--- src/hdl/sgcc_pkg.sv ---
// Purpose: constants for the scatter/gather command control block
// Assumes: registers reached over a plain address/strobe port, byte data
// Notes: offsets below are register indices on the local port
package sgcc_pkg;
    // register map (local port addresses)
    localparam logic [3:0] SGCC_ADDR_CMD     = 4'h0;
    localparam logic [3:0] SGCC_ADDR_STATUS  = 4'h1;
    localparam logic [3:0] SGCC_ADDR_IRQ_ST  = 4'h2;
    localparam logic [3:0] SGCC_ADDR_IRQ_MSK = 4'h3;
    localparam logic [3:0] SGCC_ADDR_CTRL    = 4'h4;
    // command byte fields
    localparam int SGCC_CMD_SEL_BIT = 7;
    localparam int SGCC_CMD_EN_BIT  = 6;
    localparam int SGCC_CMD_LSB     = 0;
    localparam int SGCC_CMD_MSB     = 1;
    // status byte fields
    localparam int SGCC_ST_NULL_BIT = 7;
    localparam int SGCC_ST_SEL_BIT  = 5;
    localparam int SGCC_ST_BASE_BIT = 3;
    localparam int SGCC_ST_CUR_BIT  = 2;
    localparam int SGCC_ST_TERM_BIT = 1;
    localparam int SGCC_ST_ACT_BIT  = 0;
    // interrupt status bits
    localparam int SGCC_EV_START = 0;
    localparam int SGCC_EV_STOP  = 1;
    localparam int SGCC_EV_DONE  = 2;
    localparam int SGCC_EV_W     = 3;
    // reset values
    localparam logic       SGCC_SEL_RST  = 1'b1;
    localparam logic [7:0] SGCC_BYTE_RST = 8'h00;
    // command codes
    typedef enum logic [1:0] {
        SGCC_CMD_NOP   = 2'b00,
        SGCC_CMD_START = 2'b01,
        SGCC_CMD_STOP  = 2'b10,
        SGCC_CMD_RSVD  = 2'b11
    } sgcc_cmd_t;
endpackage

--- src/hdl/sgcc_ctrl.sv ---
// Purpose: per-channel scatter/gather command and termination control
// Assumes: descriptor fetch and transfer engine live outside this block
// Notes: master clear and reset both restore the termination selection
//
// Operation
// With selection programmed, last-buffer completion pulses the done strobe if 1, else alerts.
// Last buffer is the final list buffer or the last one loaded while suspended.
// Reset or master clear hold the stored selection at 1, choosing the done strobe.
// A command write with enable 0 keeps the selection; with enable 1 it loads bit 7.
// Software writes zeros to command bits 5 to 2.
// Command 00 does nothing but still applies the selection bits.
// Command 01 starts and at once requests a fetch of the first descriptor.
// The prefetch request is arbitrated at the channel's own request priority.
// Inside the channel a pending transfer request beats a pending prefetch.
// Start sets active, base empty, current empty, not terminated, next-null 0.
// Start leaves the termination selection as last programmed.
// Command 10 halts at once and sets terminate and the channel mask.
// Command 11 is treated as no operation.
// Status bit 5 reads 0 for the done strobe and 1 for the alert line.
`timescale 1ns/1ps
module sgcc_ctrl
    import sgcc_pkg::*;
(
    // clock and reset
    input  wire logic       ref_clk,
    input  wire logic       rstn,
    // register port
    input  wire logic [3:0] reg_addr,
    input  wire logic [7:0] reg_wdata,
    input  wire logic       reg_wr,
    input  wire logic       reg_rd,
    output logic      [7:0] reg_rdata,
    // reset coming from the pci side, asynchronous pin
    input  wire logic       pci_side_reset,
    // master clear from the dma register decoder, same clock
    input  wire logic       master_clear,
    // channel transfer engine, same clock
    input  wire logic       dreq_pending,
    input  wire logic       fetch_done,
    input  wire logic       fetch_null,
    input  wire logic       base_load,
    input  wire logic       base_to_cur,
    input  wire logic       cur_expire,
    input  wire logic       suspended,
    // arbitration towards other channels
    output logic            arb_req,
    output logic            serve_dreq,
    output logic            serve_fetch,
    // channel effects
    output logic            chan_mask_set,
    output logic            halt,
    output logic            process_done_strobe,
    output logic            cpu_alert_interrupt,
    output logic            irq
);
    // synchronised pin reset and decoded command
    logic                 pci_rst_s;
    logic                 clr;
    logic                 cmd_wr;
    sgcc_cmd_t            cmd;
    logic                 last_buf;
    logic                 done_ev;

    // scatter/gather flags
    logic                 sel_ff;
    logic                 nxt_sel;
    logic                 act_ff;
    logic                 nxt_act;
    logic                 base_ff;
    logic                 nxt_base;
    logic                 cur_ff;
    logic                 nxt_cur;
    logic                 term_ff;
    logic                 nxt_term;
    logic                 null_ff;
    logic                 nxt_null;
    logic                 fetch_ff;
    logic                 nxt_fetch;
    // one-cycle effect pulses
    logic                 fin_ff;
    logic                 nxt_fin;
    logic                 alert_ff;
    logic                 nxt_alert;
    logic                 mask_ff;
    logic                 nxt_mask;
    logic                 halt_ff;
    logic                 nxt_halt;
    // interrupt registers
    logic [SGCC_EV_W-1:0] ist_ff;
    logic [SGCC_EV_W-1:0] nxt_ist;
    logic [SGCC_EV_W-1:0] imsk_ff;
    logic [SGCC_EV_W-1:0] nxt_imsk;
    logic [SGCC_EV_W-1:0] ev;
    // read path
    logic [7:0]           rd_ff;
    logic [7:0]           nxt_rd;
    logic [7:0]           status;

    // pin reset crosses into ref_clk before use
    sgcc_sync #(
        .W (1)
    ) u_rst_sync (
        .ref_clk (ref_clk),
        .rstn    (rstn),
        .d       (pci_side_reset),
        .q       (pci_rst_s)
    );

    // decode
    assign clr    = pci_rst_s | master_clear;
    assign cmd_wr = reg_wr && (reg_addr == SGCC_ADDR_CMD);
    assign cmd    = sgcc_cmd_t'(reg_wdata[SGCC_CMD_MSB:SGCC_CMD_LSB]);
    // bits 5:2 are ignored; software keeps them zero

    // final list buffer, or last loaded while suspended, expiring
    assign last_buf = cur_expire && !base_ff && (null_ff || suspended);
    assign done_ev  = act_ff && last_buf;

    // scatter/gather state
    always_comb begin
        nxt_sel   = sel_ff;
        nxt_act   = act_ff;
        nxt_base  = base_ff;
        nxt_cur   = cur_ff;
        nxt_term  = term_ff;
        nxt_null  = null_ff;
        nxt_fetch = fetch_ff;
        nxt_fin   = 1'b0;
        nxt_alert = 1'b0;
        nxt_mask  = 1'b0;
        nxt_halt  = 1'b0;
        // engine progress
        if (fetch_done) begin
            nxt_fetch = 1'b0;
            nxt_null  = fetch_null;
        end
        if (base_load) begin
            nxt_base = 1'b1;
        end
        // a move checked after a load, so a move wins in one cycle
        if (base_to_cur) begin
            nxt_base = 1'b0;
            nxt_cur  = 1'b1;
        end
        if (cur_expire) begin
            nxt_cur = 1'b0;
        end
        // done only counts while active, so an expiry after stop is silent
        if (done_ev) begin
            nxt_act   = 1'b0;
            nxt_term  = 1'b1;
            nxt_fin   = sel_ff;
            nxt_alert = !sel_ff;
        end
        // software command wins over engine events of the same cycle, except that a stop still lets a done pulse through
        if (cmd_wr) begin
            if (reg_wdata[SGCC_CMD_EN_BIT]) begin
                nxt_sel = reg_wdata[SGCC_CMD_SEL_BIT];
            end
            case (cmd)
                SGCC_CMD_START: begin
                    nxt_act   = 1'b1;
                    nxt_base  = 1'b0;
                    nxt_cur   = 1'b0;
                    nxt_term  = 1'b0;
                    nxt_null  = 1'b0;
                    nxt_fetch = 1'b1;
                    nxt_fin   = 1'b0;
                    nxt_alert = 1'b0;
                    // selection untouched here R11
                end
                SGCC_CMD_STOP: begin
                    nxt_act   = 1'b0;
                    nxt_fetch = 1'b0;
                    nxt_term  = 1'b1;
                    nxt_mask  = 1'b1;
                    nxt_halt  = 1'b1;
                end
                SGCC_CMD_NOP: begin
                end
                default: begin
                    // reserved code leaves state alone R13
                end
            endcase
        end
        // clear comes last so it beats a command written in the same cycle, except the stop's halt and mask pulses
        if (clr) begin
            nxt_sel   = SGCC_SEL_RST;
            nxt_act   = 1'b0;
            nxt_base  = 1'b0;
            nxt_cur   = 1'b0;
            nxt_term  = 1'b0;
            nxt_null  = 1'b0;
            nxt_fetch = 1'b0;
            nxt_fin   = 1'b0;
            nxt_alert = 1'b0;
        end
    end

    // flags and pulses register together
    always_ff @(posedge ref_clk or negedge rstn) begin
        if (!rstn) begin
            sel_ff   <= SGCC_SEL_RST;
            act_ff   <= 1'b0;
            base_ff  <= 1'b0;
            cur_ff   <= 1'b0;
            term_ff  <= 1'b0;
            null_ff  <= 1'b0;
            fetch_ff <= 1'b0;
            fin_ff   <= 1'b0;
            alert_ff <= 1'b0;
            mask_ff  <= 1'b0;
            halt_ff  <= 1'b0;
        end else begin
            sel_ff   <= nxt_sel;
            act_ff   <= nxt_act;
            base_ff  <= nxt_base;
            cur_ff   <= nxt_cur;
            term_ff  <= nxt_term;
            null_ff  <= nxt_null;
            fetch_ff <= nxt_fetch;
            fin_ff   <= nxt_fin;
            alert_ff <= nxt_alert;
            mask_ff  <= nxt_mask;
            halt_ff  <= nxt_halt;
        end
    end

    // arbitration: prefetch shares the channel's request slot
    // outside arbiter sees one request per channel; dreq goes first inside
    assign arb_req     = dreq_pending | fetch_ff;
    assign serve_dreq  = dreq_pending;
    assign serve_fetch = fetch_ff & ~dreq_pending;

    // status byte, bit 5 is 1 for the alert line
    always_comb begin
        // reserved bits 6 and 4 stay zero
        status = SGCC_BYTE_RST;
        status[SGCC_ST_NULL_BIT] = null_ff;
        status[SGCC_ST_SEL_BIT]  = ~sel_ff;
        status[SGCC_ST_BASE_BIT] = base_ff;
        status[SGCC_ST_CUR_BIT]  = cur_ff;
        status[SGCC_ST_TERM_BIT] = term_ff;
        status[SGCC_ST_ACT_BIT]  = act_ff;
    end

    // interrupt events; set beats write-one-to-clear
    always_comb begin
        ev = '0;
        ev[SGCC_EV_START] = cmd_wr && (cmd == SGCC_CMD_START);
        ev[SGCC_EV_STOP]  = cmd_wr && (cmd == SGCC_CMD_STOP);
        ev[SGCC_EV_DONE]  = done_ev;
        nxt_ist  = ist_ff;
        nxt_imsk = imsk_ff;
        if (reg_wr && reg_addr == SGCC_ADDR_IRQ_ST) begin
            nxt_ist = ist_ff & ~reg_wdata[SGCC_EV_W-1:0];
        end
        if (reg_wr && reg_addr == SGCC_ADDR_IRQ_MSK) begin
            nxt_imsk = reg_wdata[SGCC_EV_W-1:0];
        end
        // set after clear, so an event in the clearing cycle is not lost
        nxt_ist = nxt_ist | ev;
    end

    always_ff @(posedge ref_clk or negedge rstn) begin
        if (!rstn) begin
            ist_ff  <= '0;
            imsk_ff <= '0;
        end else begin
            ist_ff  <= nxt_ist;
            imsk_ff <= nxt_imsk;
        end
    end

    // read data one cycle after the strobe, zero otherwise
    // reads have no side effects, so a stray read strobe is harmless
    always_comb begin
        nxt_rd = SGCC_BYTE_RST;
        if (reg_rd) begin
            case (reg_addr)
                SGCC_ADDR_STATUS:  nxt_rd = status;
                SGCC_ADDR_IRQ_ST:  nxt_rd = {5'h00, ist_ff};
                SGCC_ADDR_IRQ_MSK: nxt_rd = {5'h00, imsk_ff};
                SGCC_ADDR_CTRL:    nxt_rd = {6'h00, fetch_ff, sel_ff};
                default:           nxt_rd = SGCC_BYTE_RST; // command is write only
            endcase
        end
    end

    always_ff @(posedge ref_clk or negedge rstn) begin
        if (!rstn) begin
            rd_ff <= SGCC_BYTE_RST;
        end else begin
            rd_ff <= nxt_rd;
        end
    end

    // outputs
    assign reg_rdata           = rd_ff;
    assign chan_mask_set       = mask_ff;
    assign halt                = halt_ff;
    assign process_done_strobe = fin_ff;
    assign cpu_alert_interrupt = alert_ff;
    assign irq                 = |(ist_ff & imsk_ff);
endmodule

--- src/hdl/sgcc_sync.sv ---
// Purpose: two flip-flop level synchroniser
// Assumes: input is asynchronous to ref_clk
// Notes: first stage feeds only the second stage
`timescale 1ns/1ps
module sgcc_sync #(
    parameter int W = 1
) (
    // clock and reset
    input  wire logic         ref_clk,
    input  wire logic         rstn,
    // data
    input  wire logic [W-1:0] d,
    output logic      [W-1:0] q
);
    logic [W-1:0] meta_ff;
    logic [W-1:0] q_ff;
    logic [W-1:0] nxt_meta;
    logic [W-1:0] nxt_q;

    // next values
    always_comb begin
        nxt_meta = d;
        nxt_q    = meta_ff;
    end

    // two stages, metastability settles in the first
    always_ff @(posedge ref_clk or negedge rstn) begin
        if (!rstn) begin
            meta_ff <= '0;
            q_ff    <= '0;
        end else begin
            meta_ff <= nxt_meta;
            q_ff    <= nxt_q;
        end
    end

    assign q = q_ff;
endmodule
--- config.mk ---
export PLATFORM = sky130hd
export DESIGN_NAME = sgcc_ctrl
export DESIGN_NICKNAME = d
export VERILOG_FILES = /design/src/hdl/sgcc_pkg.sv /design/src/hdl/sgcc_ctrl.sv /design/src/hdl/sgcc_sync.sv
export SDC_FILE = /design/constraint.sdc
export NUM_CORES = 1
export LEC_CHECK = 0
export BUFFER_PORTS_ARGS = -buffer_cell sky130_fd_sc_hd__buf_2
export CAP_MARGIN = 20
export CORE_MARGIN = 3
export CORE_UTILIZATION = 40
export DETAILED_ROUTE_END_ITERATION = 8
export GPL_TIMING_DRIVEN = 0
export PLACE_DENSITY = 0.68
export SETUP_SLACK_MARGIN = 0.1
export SLEW_MARGIN = 20
export SYNTH_ARGS = -nofsm -noshare
export SYNTH_HDL_FRONTEND = slang
export SYNTH_SLANG_ARGS = --single-unit
--- constraint.sdc ---
create_clock -name ref_clk -period 1.5 [get_ports ref_clk]
set_clock_uncertainty 0.1 [all_clocks]
set_input_delay 0.225 -clock ref_clk [delete_from_list [all_inputs] [get_ports ref_clk]]
set_output_delay 0.225 -clock ref_clk [all_outputs]
set_load 0.05 [all_outputs]
# Yosys cells after proc, flatten, opt, wreduce, memory -nomap -nowiden

Index checks and enable logic that the tools add are counted.
Widths: inputs -> output; s select.

Add/sub/neg operators: 0
Multipliers: 0
Div/mod/pow operators: 0
$lt $le $gt $ge: 0
Equal/unequal tests: 6
Shift operators: 0
Mux-type cells: 42
Bitwise operators: 9
Reduce and logical (&&, ||, !) cells: 16

Operator list:

| kind               | count |
|---|---|
| $mux 1             | 36 |
| $pmux 8 s4         | 1 |
| $eq 4x2->1 const B | 2 |
| $logic_and 1x1->1  | 8 |
| $mux 8             | 1 |
| $and 3x3->3        | 2 |
| $pmux 1 s2         | 3 |
| $eq 4x1->1 const B | 1 |
| $eq 4x3->1 const B | 1 |
| $logic_not 4->1    | 1 |
| $reduce_bool 2->1  | 2 |
| $mux 3             | 1 |
| $not 3->3          | 1 |
| $or 3x3->3         | 1 |
| $reduce_or 3->1    | 1 |
| $eq 2x1->1 const B | 1 |
| $eq 2x2->1 const B | 1 |
| $logic_not 1->1    | 2 |
| $not 1->1          | 2 |
| $or 1x1->1         | 2 |
| $reduce_and 2->1   | 1 |
| $and 1x1->1        | 1 |
| $logic_or 1x1->1   | 1 |

Register bits: 26
Bits in latches: 0
Bits in writable memories: 0
Bits in read-only memories: 0
Input port bits: 25
Output and inout port bits: 16
Memories kept: 0

# Longest topological paths before layout

Gate-level depths: netlist of run 1.

Depth after elaboration: 8
Gate-level depth with buffers: 5
Mapped depth without buffers: 5

# By module

From an unflattened synthesis of run 1, not the netlist that was laid out.

Cells, all modules: 108
Area, all modules: 1141.1 um^2

By module, submodules not included:

| module    | times used | cells an instance | area each (um^2) | seq. area each (um^2) |
|---|---|---|---|---|
| sgcc_ctrl | 1          | 106               | 1091.0           | 551.8 |
| sgcc_sync | 1          | 2                 | 50.0             | 50.0 |

# Least setup slack after synthesis of run 1

No wires, ideal clock.

Path type: input to register
From: in reg_addr[3]
To: reg term_ff
Arrival time: 1218 ps
Setup slack: 43 ps
Stages on the path: 4
Cells stage by stage: or3b_4 > or4_4 > o21ai_1 > a31oi_1

Longest elaborated chain between the ends: 4

RTL lines:

| what                   | line             | text |
|---|---|---|
| start: declaration     | sgcc_ctrl.sv:28  | `input wire logic [3:0] reg_addr,` |
| $logic_not 4->1        | sgcc_ctrl.sv:111 | `assign cmd_wr = reg_wr && (reg_addr == SGCC_ADDR_CMD);` |
| $logic_and 1x1->1      | sgcc_ctrl.sv:111 |  |
| $mux 1                 | sgcc_ctrl.sv:156 | `if (cmd_wr) begin` |
| $mux 1                 | sgcc_ctrl.sv:187 | `if (clr) begin` |
| via nxt_term           | sgcc_ctrl.sv:74  | `logic nxt_term;` |
| end signal: assignment | sgcc_ctrl.sv:219 | `term_ff <= nxt_term;` |
| end: declaration       | sgcc_ctrl.sv:73  | `logic term_ff;` |

The timed path passes the listed nets, and every way through them passes these cells.
A chain may end at the register's enable or synchronous reset.

# Worst setup path in the final report of run 1

From: reg imsk_ff[2]
To: out irq

Longest elaborated chain between the ends: 2

RTL lines:

| what                     | line             | text |
|---|---|---|
| start: declaration       | sgcc_ctrl.sv:91  | `logic [SGCC_EV_W-1:0] imsk_ff;` |
| start signal: assignment | sgcc_ctrl.sv:271 | `imsk_ff <= nxt_imsk;` |
| $and 3x3->3              | sgcc_ctrl.sv:304 | `assign irq = \|(ist_ff & imsk_ff);` |
| $reduce_or 3->1          | sgcc_ctrl.sv:304 |  |
| end: declaration         | sgcc_ctrl.sv:54  | `output logic irq` |

No other way between the ends.

==> impl_metrics.tcl, run 1 <==
set metrics [dict create \
    clk_pin_slew_ps 130 \
    vias 963 \
    yosys_warnings 0 \
    cts-buffers-inserted 3 \
    grt_max_degree 25 \
    violations "setup timing" \
    ys_types 34 \
    hold_viol 0 \
    cts_root_buf "clkbuf_4" \
    reg2reg_slack_ps 240 \
    synth.most_common_cell "dfrtp_1" \
    grt_setup_unrepaired "yes" \
    antenna_found_initial 0 \
    cp.arrival_ps 1320 \
    cap_violations 0 \
    cts_tree "built" \
    syn-cell-area_um2 1135 \
    relSlewSlack_pct 65.40 \
    post-dp-hpwl_mm 1.808 \
    period_minus_slack_ps 1645 \
    final-setup-viol-count 1 \
    dp_worst_setup_slack_ps -247.6 \
    die_w_um 59.27 \
    synthArstFlopShare_pct 100.0 \
    crit_fanout 2 \
    worstRegToRegCells 3 \
    max_freq_mhz 608.1 \
    p_per_area_nw_per_um2 939.5 \
    nets 186 \
    switching_power_uw 359.2 \
    grt_pass1_vias 929 \
    drt_first_pass_iters 6 \
    synth_area_leader_cell "dfrtp_1" \
    pwr-share-clk_pct 32.6 \
    status "finished with violations" \
    power_leakage_nw 0.7443 \
    tightest_slew_ps 517.7 \
    dieArea_um2 3512 \
    grt_pass1_wl_mm 3.926 \
    cts.sinks 24 \
    synth_top_area_share_pct 50.72 \
    p_seq_share_pct 48.8 \
    ys.flop_type "dfrtp_1" \
    synth_edf_count 0 \
    clock_latency_ps 320 \
    cp_slowest_stage_delay_ps 410 \
    startpoint_type "register" \
    ant_nets 0 \
    path_cells "a222oi_1, inv_1, buf_6" \
    slew_violations 0 \
    pwr-share-comb_pct 18.6 \
    crit_start "imsk_ff[2]" \
    synth_area_leaders "dfrtp_1 (51%), nor2_1 (5.0%), mux2_2 (4.0%)" \
    rr_startpoint "sel_ff" \
    wl_per_cell_um 12.78 \
    grt_overflow_total 0 \
    core_area_um2 2590 \
    synthCells 111 \
    yosysSeqAreaShare_pct 53.03 \
    initial_utilization_pct 43.82 \
    grt_use_total_pct 14.70 \
    yosys_register_bits 24 \
    drt-initial-drc-count 26 \
    holdPathStages 3 \
    clockBufferDepth 2 \
    min_to "null_ff" \
    fin_ws_ps -144.5 \
    h-tree-depth 1 \
    via_per_inst 5.122 \
    swShare_pct 25.29 \
    yosys-top-cells-count "dfrtp_1 (23), nor2_1 (15), nand2_1 (11)" \
    fillers 233 \
    layout-drive-gt1-share_pct 37.97 \
    area_delta_synth_final_pct 33.19 \
    row_count 18 \
    die_h_um 59.27 \
    hold_class "in -> reg" \
    worst_r2r_endpoint "reg_rdata[0]" \
    min_period_over_period_pct 109.6 \
    endpoint_kind "output port" \
    wl_mm 2.403 \
    crit_slowest_cell "dfrtp_1" \
    finalWeightedCongestion 0.7790 \
    min_from "fetch_null" \
    drc 0 \
    boundaryPins 41 \
    avgSynthCellArea_um2 10.22 \
    peakVddDrop_uv 700.3 \
    final_core_util_pct 58.36 \
    cp.required_ps 1170 \
    n_antenna_cell 0 \
    power.internal_mw 1.061 \
    critical_path_class "reg -> out" \
    port_buffers 35 \
]
[critical path: cells and delay by family (launching register included)]
| kind | cells | cell delay, ps |
|---|---|---|
| AOI/OAI and AO/OA | 1 | 350 |
| buffers and inverters | 2 | 250 |
| DFF | 1 | 410 |
[cell type report]
| class | instances | area [µm²] | area share, % |
|---|---|---|---|
| plain buffers | 6 | 41.29 | 2.732 |
| clock buffers | 3 | 22.52 | 1.490 |
| clock inverters | 1 | 30.03 | 1.987 |
| inverters | 7 | 26.28 | 1.738 |
| multi-input cells | 75 | 488.0 | 32.28 |
| flip-flops and latches | 24 | 601.8 | 39.82 |
| well taps | 30 | 37.54 | 2.483 |
| repair buffers | 42 | 264.0 | 17.47 |
[layout by cell type, fill, tap and decap left out, types with 2 or more instances in the layout]
cell type / synthesis / layout
o21ai_1: 1 / 2
o32a_2: 2 / 2
buf_2: 0 / 32
a21oi_1: 3 / 3
nand2_1: 11 / 11
a31oi_1: 2 / 2
nand3_1: 2 / 2
ha_1: 2 / 2
conb_1: 1 / 2
nor2_1: 15 / 14
buf_8: 0 / 2
dlygate4sd3_1: 0 / 4
mux2_2: 4 / 4
buf_4: 5 / 8
nand3b_1: 2 / 2
inv_1: 7 / 7
clkbuf_4: 0 / 3
nor2b_1: 3 / 2
a22oi_1: 2 / 2
nor3_1: 4 / 4
mux2i_1: 3 / 3
o21ai_0: 3 / 2
dfrtp_1: 23 / 23
[worst max-delay path by stage]
stage	to	slack, ps
finish	irq	-140
detailed placement	cur_ff	-250
floorplan	term_ff	40
CTS	irq	-160
global route	irq	-290
global placement	cur_ff	-230
[timing repair]
item / CTS / global route
hold endpoints to repair: 26 / 0
hold buffers: 4 / 0
setup endpoints to repair: 4 / 5
pin swaps: 2 / 1
buffers inserted: 3 / 0
resized for setup: 8 / 5
[per-layer routing]
| layer | part of all wire, % | GRT usage [%] | vias to the layer above |
|---|---|---|---|
| li1 | - | - | 477 |
| met1 | 46 | 19.78 | 454 |
| met2 | 46 | 23.71 | 30 |
| met3 | 8.3 | 4.357 | 2 |
| met4 | 0.46 | 2.589 | 0 |
| met5 | 0 | 0 | - |
[per-stage QoR]
| stage | TNS (ps) | total power, mW | instance area, µm² | instances | hold slack [ps] |
|---|---|---|---|---|---|
| floorplan | 0 | 0.8512 | 1145 | 112 | -170.6 |
| global placement | -1852 | 0.9295 | 1358 | 177 | 131.9 |
| detailed placement | -2059 | 0.9337 | 1358 | 177 | 131.9 |
| CTS | -160.2 | 1.428 | 1494 | 188 | 36.53 |
| global route | -297.6 | 1.483 | 1511 | 188 | 51.56 |
| finish | -144.5 | 1.420 | 1511 | 188 | 39.96 |
[sequential cells by signal, indices dropped and copies added, names as in the netlist]
name,flops
reg_rdata,6
imsk_ff,3
ist_ff,3
act_ff,1
base_ff,1
cpu_alert_interrupt,1
cur_ff,1
fetch_ff,1
halt,1
null_ff,1
process_done_strobe,1
sel_ff,1
term_ff,1
u_rst_sync.meta_ff,1
u_rst_sync.q,1
[cells by family (layout without fill, tap and decap cells)]
| family | after synthesis | in the layout | synth area share (%) |
|---|---|---|---|
| and+or+nand+nor | 45 | 45 | 19.96 |
| DFF | 24 | 24 | 53.03 |
| AOI/OAI and AO/OA | 18 | 18 | 11.13 |
| buffers and inverters | 13 | 59 | 5.954 |
| muxes | 7 | 7 | 6.615 |
| adders and majority gates | 2 | 2 | 2.205 |
| other | 1 | 2 | 0.3304 |
| xor gates and xnor gates | 1 | 1 | 0.7719 |
[power groups by stage]
stage	clock (mW)	sequential, mW	combinational, mW
floorplan	0	0.705	0.146
detailed placement	0	0.707	0.227
global placement	0	0.705	0.224
finish	0.463	0.693	0.264
CTS	0.471	0.693	0.264
global route	0.496	0.697	0.290
Power figures use the tool's default switching activity.
==> run 2, diff against run 1 <==
--- a/config.mk
+++ b/config.mk
@@ -8,10 +8,10 @@
 export BUFFER_PORTS_ARGS = -buffer_cell sky130_fd_sc_hd__buf_2
 export CAP_MARGIN = 20
 export CORE_MARGIN = 3
-export CORE_UTILIZATION = 40
+export CORE_UTILIZATION = 48
 export DETAILED_ROUTE_END_ITERATION = 8
 export GPL_TIMING_DRIVEN = 0
-export PLACE_DENSITY = 0.68
+export PLACE_DENSITY = 0.79
 export SETUP_SLACK_MARGIN = 0.1
 export SLEW_MARGIN = 20
 export SYNTH_ARGS = -nofsm -noshare
==> run 2 against run 1 <==
The flow still finishes with violations (setup timing). Critical path type unchanged. Die area shrank 15%. Utilization grew 12 points. Routed wire length grew 9.6%. Clock-buffer cell count grew 1. Via count grew 4.2%. Highest routed layer unchanged. Critical path depth is the same. Sequential share of layout area grew 0.64 points.
==> impl_metrics.tcl, run 2 (synthesized netlist as in run 1, its figures left out) <==
set metrics [dict create \
    via_per_inst 5.392 \
    port_buffers 35 \
    relSlewSlack_pct 65.00 \
    clk_pin_slew_ps 120 \
    final_cell_mix "buf_2 (32), dfrtp_1 (23), nor2_1 (14), nand2_1 (11), buf_4 (10)" \
    grt_use_total_pct 19.94 \
    hold_class "in -> reg" \
    cp.arrival_ps 1320 \
    largest_reg_flops 6 \
    wl_per_cell_um 14.16 \
    holdWs_ps 23.73 \
    critical_path_class "reg -> out" \
    p_per_area_nw_per_um2 866.0 \
    power_leakage_nw 0.7417 \
    regArea_um2 601.8 \
    die_h_um 54.63 \
    ant_nets 0 \
    tightest_slew_ps 525.0 \
    antenna_found_initial 0 \
    route.met2.wl_mm 1.386 \
    numPlacedInstances 174 \
    multi_input_area_um2 483.0 \
    min_from "cur_expire" \
    path_cells "a222oi_1, inv_1, buf_6" \
    peakVddDrop_uv 657.7 \
    min_to "cur_ff" \
    holdPathStages 2 \
    grt_pass1_wl_mm 4.188 \
    crit_slowest_cell "dfrtp_1" \
    n_antenna_cell 0 \
    area_delta_synth_final_pct 31.09 \
    min_period_over_period_pct 110.0 \
    cap_violations 0 \
    nets 187 \
    grt_setup_unrepaired "yes" \
    drc 0 \
    h-tree-depth 1 \
    worst_r2r_endpoint "reg_rdata[1]" \
    reg2reg_slack_ps 190 \
    grt_overflow_total 0 \
    layout_commonest_cell "buf_2" \
    cts.sinks 24 \
    layout-drive-gt1-share_pct 38.99 \
    clockBufferDepth 2 \
    top_layer_used "met4" \
    cp_slowest_stage_delay_ps 410 \
    boundaryPins 41 \
    status "finished with violations" \
    wl_mm 2.633 \
    hold_viol 0 \
    dieArea_um2 2984 \
    startpoint_type "register" \
    clock_latency_ps 310 \
    rr_startpoint "fetch_ff" \
    cts_tree "built" \
    finalWeightedCongestion 0.8338 \
    initial_utilization_pct 53.99 \
    drt_first_pass_iters 4 \
    max_freq_mhz 606.2 \
    post-dp-hpwl_mm 1.954 \
    slew_violations 0 \
    drt-initial-drc-count 26 \
    row_count 16 \
    crit_fanout 2 \
    grt_max_degree 25 \
    cp.required_ps 1170 \
    fillers 176 \
    route.met3.wl_um 178 \
    core_area_um2 2102 \
    fin_ws_ps -149.6 \
    vias 1003 \
    m1WireLength_um 999 \
    endpoint_kind "output port" \
    fin_cells 186 \
    cts-buffers-inserted 3 \
    cts_root_buf "clkbuf_4" \
    worstRegToRegCells 5 \
    final-setup-viol-count 1 \
    grt_pass1_vias 985 \
    violations "setup timing" \
    die_w_um 54.63 \
    period_minus_slack_ps 1650 \
]
## run 2: layout make-up
type	instances	share of cell area (%)
multi-input cells	75	32.46
repair buffers	43	17.83
well taps	27	2.271
flip-flops and latches	24	40.45
inverters	7	1.766
clock buffers	4	2.439
plain buffers	6	2.775
## run 2: report_power, final
group | total [mW] | switching (mW) | internal (mW)
Combinational | 0.267 | 0.151 | 0.116
Sequential | 0.693 | 0.0193 | 0.674
Clock | 0.328 | 0.180 | 0.148
Total | 1.29 | 0.350 | 0.938
## run 2: per-stage QoR
| step | util [%] | instance area (µm²) | TNS (ps) | worst slack (ps) | total power [mW] |
|---|---|---|---|---|---|
| 2_1_floorplan | - | 1145 | 0 | 43.59 | 0.8512 |
| 3_3_place_gp | 64.40 | 1354 | -1808 | -225.1 | 0.9282 |
| 3_5_place_dp | 64.40 | 1354 | -2216 | -286.3 | 0.9368 |
| 4_1_cts | 69.64 | 1464 | -165.3 | -165.3 | 1.298 |
| 5_1_grt | 70.77 | 1488 | -226.5 | -226.5 | 1.349 |
| 6_report | 70.77 | 1488 | -149.6 | -149.6 | 1.288 |
## run 2: layer usage
layer  vias up  GRT usage, %
met5         -             0
met4         0         9.959
met3         7         2.725
met2        45         36.02
met1       476         22.57
li1        475             -
## run 2: worst max path at each step
stage,startpoint,to,slack [ps]
5_1_grt,ist_ff[2],irq,-230
6_report,ist_ff[2],irq,-150
3_5_place_dp,reg_addr[0],cur_ff,-290
2_1_floorplan,reg_addr[3],term_ff,40
3_3_place_gp,reg_addr[0],cur_ff,-230
4_1_cts,ist_ff[2],irq,-170
## run 2: critical path, delay by kind of cell, from the launching register on
family                 cells  cell delay (ps)
DFF                        1              410
AOI/OAI and AO/OA          1              360
buffers and inverters      2              250
## run 2: timing repair
item,CTS,global route
buffers inserted,3,2
pin swaps,2,1
setup endpoints to repair,8,5
hold endpoints to repair,25,0
gates resized for setup,8,3
hold buffers,3,0
==> run 3, diff against run 2 <==
--- a/config.mk
+++ b/config.mk
@@ -12,6 +12,7 @@
 export DETAILED_ROUTE_END_ITERATION = 8
 export GPL_TIMING_DRIVEN = 0
 export PLACE_DENSITY = 0.79
+export REMOVE_ABC_BUFFERS = 1
 export SETUP_SLACK_MARGIN = 0.1
 export SLEW_MARGIN = 20
 export SYNTH_ARGS = -nofsm -noshare
==> constraint.sdc (replaced) <==
create_clock -name ref_clk -period 1.59 [get_ports ref_clk]
set_clock_uncertainty 0.1 [all_clocks]
set_input_delay 0.2385 -clock ref_clk [delete_from_list [all_inputs] [get_ports ref_clk]]
set_output_delay 0.2385 -clock ref_clk [all_outputs]
set_load 0.05 [all_outputs]
==> run 3 against run 2 <==
The flow still finishes with violations (setup timing). Via count shrank 6.3%. Routed wire length shrank 8.6%. Combinational power shrank 16%. First-iteration DRC count grew 38%. Clock power grew 35%. Utilization shrank 3.3 points. Die area is the same. Non-clock buffer count shrank 10. Total power grew 2.7%. Sequential share of layout area grew 2.0 points. Largest cell class unchanged.
==> impl_metrics.tcl, run 3 (synthesized netlist as in run 1, its figures left out) <==
set metrics [dict create \
    drt-initial-drc-count 36 \
    via_per_inst 5.341 \
    h-tree-depth 1 \
    switching_power_uw 339.7 \
    grt_use_met3_pct 3.270 \
    finalWeightedCongestion 0.8597 \
    vias 940 \
    status "finished with violations" \
    power.internal_uw 983.7 \
    p_per_area_nw_per_um2 933.5 \
    pwr-share-comb_pct 17.0 \
    fin_ws_ps -90.42 \
    n_antenna_cell 0 \
    dieArea_um2 2984 \
    violations "setup timing" \
    largest_reg_flops 6 \
    crit_fanout 3 \
    use_met2_pct 32.09 \
    drt_first_pass_iters 6 \
    cp.required_ps 1250 \
    initial_utilization_pct 53.99 \
    row_count 16 \
    layout_commonest_cell "buf_2" \
    nets 177 \
    slew_violations 0 \
    grt_overflow_total 0 \
    layout-drive-gt1-share_pct 33.56 \
    grt_pass1_vias 950 \
    cts-buffers-inserted 3 \
    peakVddDrop_uv 671.3 \
    boundaryPins 41 \
    power_leakage_nw 0.6992 \
    hold_class "in -> reg" \
    cp.arrival_ps 1340 \
    ant_nets 0 \
    holdWs_ps 9.693 \
    wl_mm 2.407 \
    final-setup-viol-count 1 \
    fillers 178 \
    cap_violations 0 \
    antenna_found_initial 0 \
    clockBufferDepth 2 \
    wl_per_cell_um 13.68 \
    final_cell_mix "buf_2 (32), dfrtp_1 (23), nor2_1 (15), nand2_1 (11), inv_1 (7)" \
    die_w_um 54.63 \
    die_h_um 54.63 \
    grt_pass1_wl_mm 4.064 \
    startpoint_type "register" \
    hold_viol 0 \
    p_seq_share_pct 49.6 \
    relSlewSlack_pct 50.06 \
    grt.busiest_layer "met2" \
    cts_tree "built" \
    period_minus_slack_ps 1680 \
    grt_setup_unrepaired "yes" \
    pwr-share-clk_pct 33.5 \
    max_freq_mhz 595.1 \
    area_delta_synth_final_pct 24.92 \
    endpoint_kind "output port" \
    drc 0 \
    final_core_util_pct 67.44 \
    min_period_over_period_pct 105.7 \
    cts.sinks 24 \
    grt_max_degree 25 \
    clk_pin_slew_ps 140 \
    use_met1_pct 23.51 \
    dp_worst_setup_slack_ps -124.5 \
    clock_latency_ps 320 \
    grt_use_total_pct 19.20 \
    core_area_um2 2102 \
    port_buffers 35 \
    post-dp-hpwl_mm 1.802 \
    swShare_pct 25.67 \
    cts_root_buf "clkbuf_4" \
    tightest_slew_ps 738.8 \
    critical_path_class "reg -> out" \
]
run 3: metal layers:
metal	routed length, µm	up-vias
met4	43	0
li1	-	455
met5	0	-
met3	161	6
met2	1183	38
met1	1018	441
run 3: timing repair:
action / 4_1_cts / 5_1_grt
endpoints found under the setup margin: 3 / 7
pin swaps: 1 / 1
buffers inserted: 1 / 0
gates resized for setup: 6 / 3
endpoints found under the hold margin: 25 / 0
hold buffers: 3 / 0
run 3: layout make-up:
type	count	area (µm²)	share of cell area [%]
Tap cell	27	33.78	2.383
Multi-Input combinational cell	75	471.7	33.27
Timing Repair Buffer	39	231.5	16.33
Clock inverter	1	30.03	2.118
Inverter	7	26.28	1.853
Sequential cell	24	601.8	42.45
Clock buffer	3	22.52	1.589
run 3: power by group through the flow:
stage / combinational [mW] / sequential (mW) / clock [mW]
2_1_floorplan: 0.119 / 0.666 / 0
3_3_place_gp: 0.200 / 0.666 / 0
3_5_place_dp: 0.203 / 0.667 / 0
4_1_cts: 0.225 / 0.655 / 0.455
5_1_grt: 0.247 / 0.659 / 0.466
6_report: 0.225 / 0.656 / 0.443
run 3: path summary, 6_finish.rpt:
check                                         from  cells after the start                  end  slack, ps
worst min register to register  u_rst_sync.meta_ff                      0         u_rst_sync.q        270
worst min-delay path                    cur_expire                      2               cur_ff         10
worst max-delay path                    imsk_ff[2]                      3                  irq        -90
max in group asynchronous                     rstn                      2               sel_ff        720
worst max register to register        u_rst_sync.q                      3  cpu_alert_interrupt        260
min in group asynchronous                     rstn                      2         reg_rdata[3]        310
run 3: critical path, stage by stage, from the launching register on:
cell and delay [ps]:
dfrtp_1 420, a222oi_1 360, inv_1 90, buf_6 160
run 3: per-stage QoR:
stage / power, mW / TNS [ps] / std cells / instance area [µm²]
after floorplan: 0.7843 / 0 / 106 / 1097
after global placement: 0.8663 / -442.8 / 168 / 1306
after detailed placement: 0.8698 / -881.4 / 168 / 1306
after CTS: 1.335 / -94.36 / 176 / 1415
after global routing: 1.372 / -175.1 / 176 / 1418
final: 1.323 / -90.42 / 176 / 1418
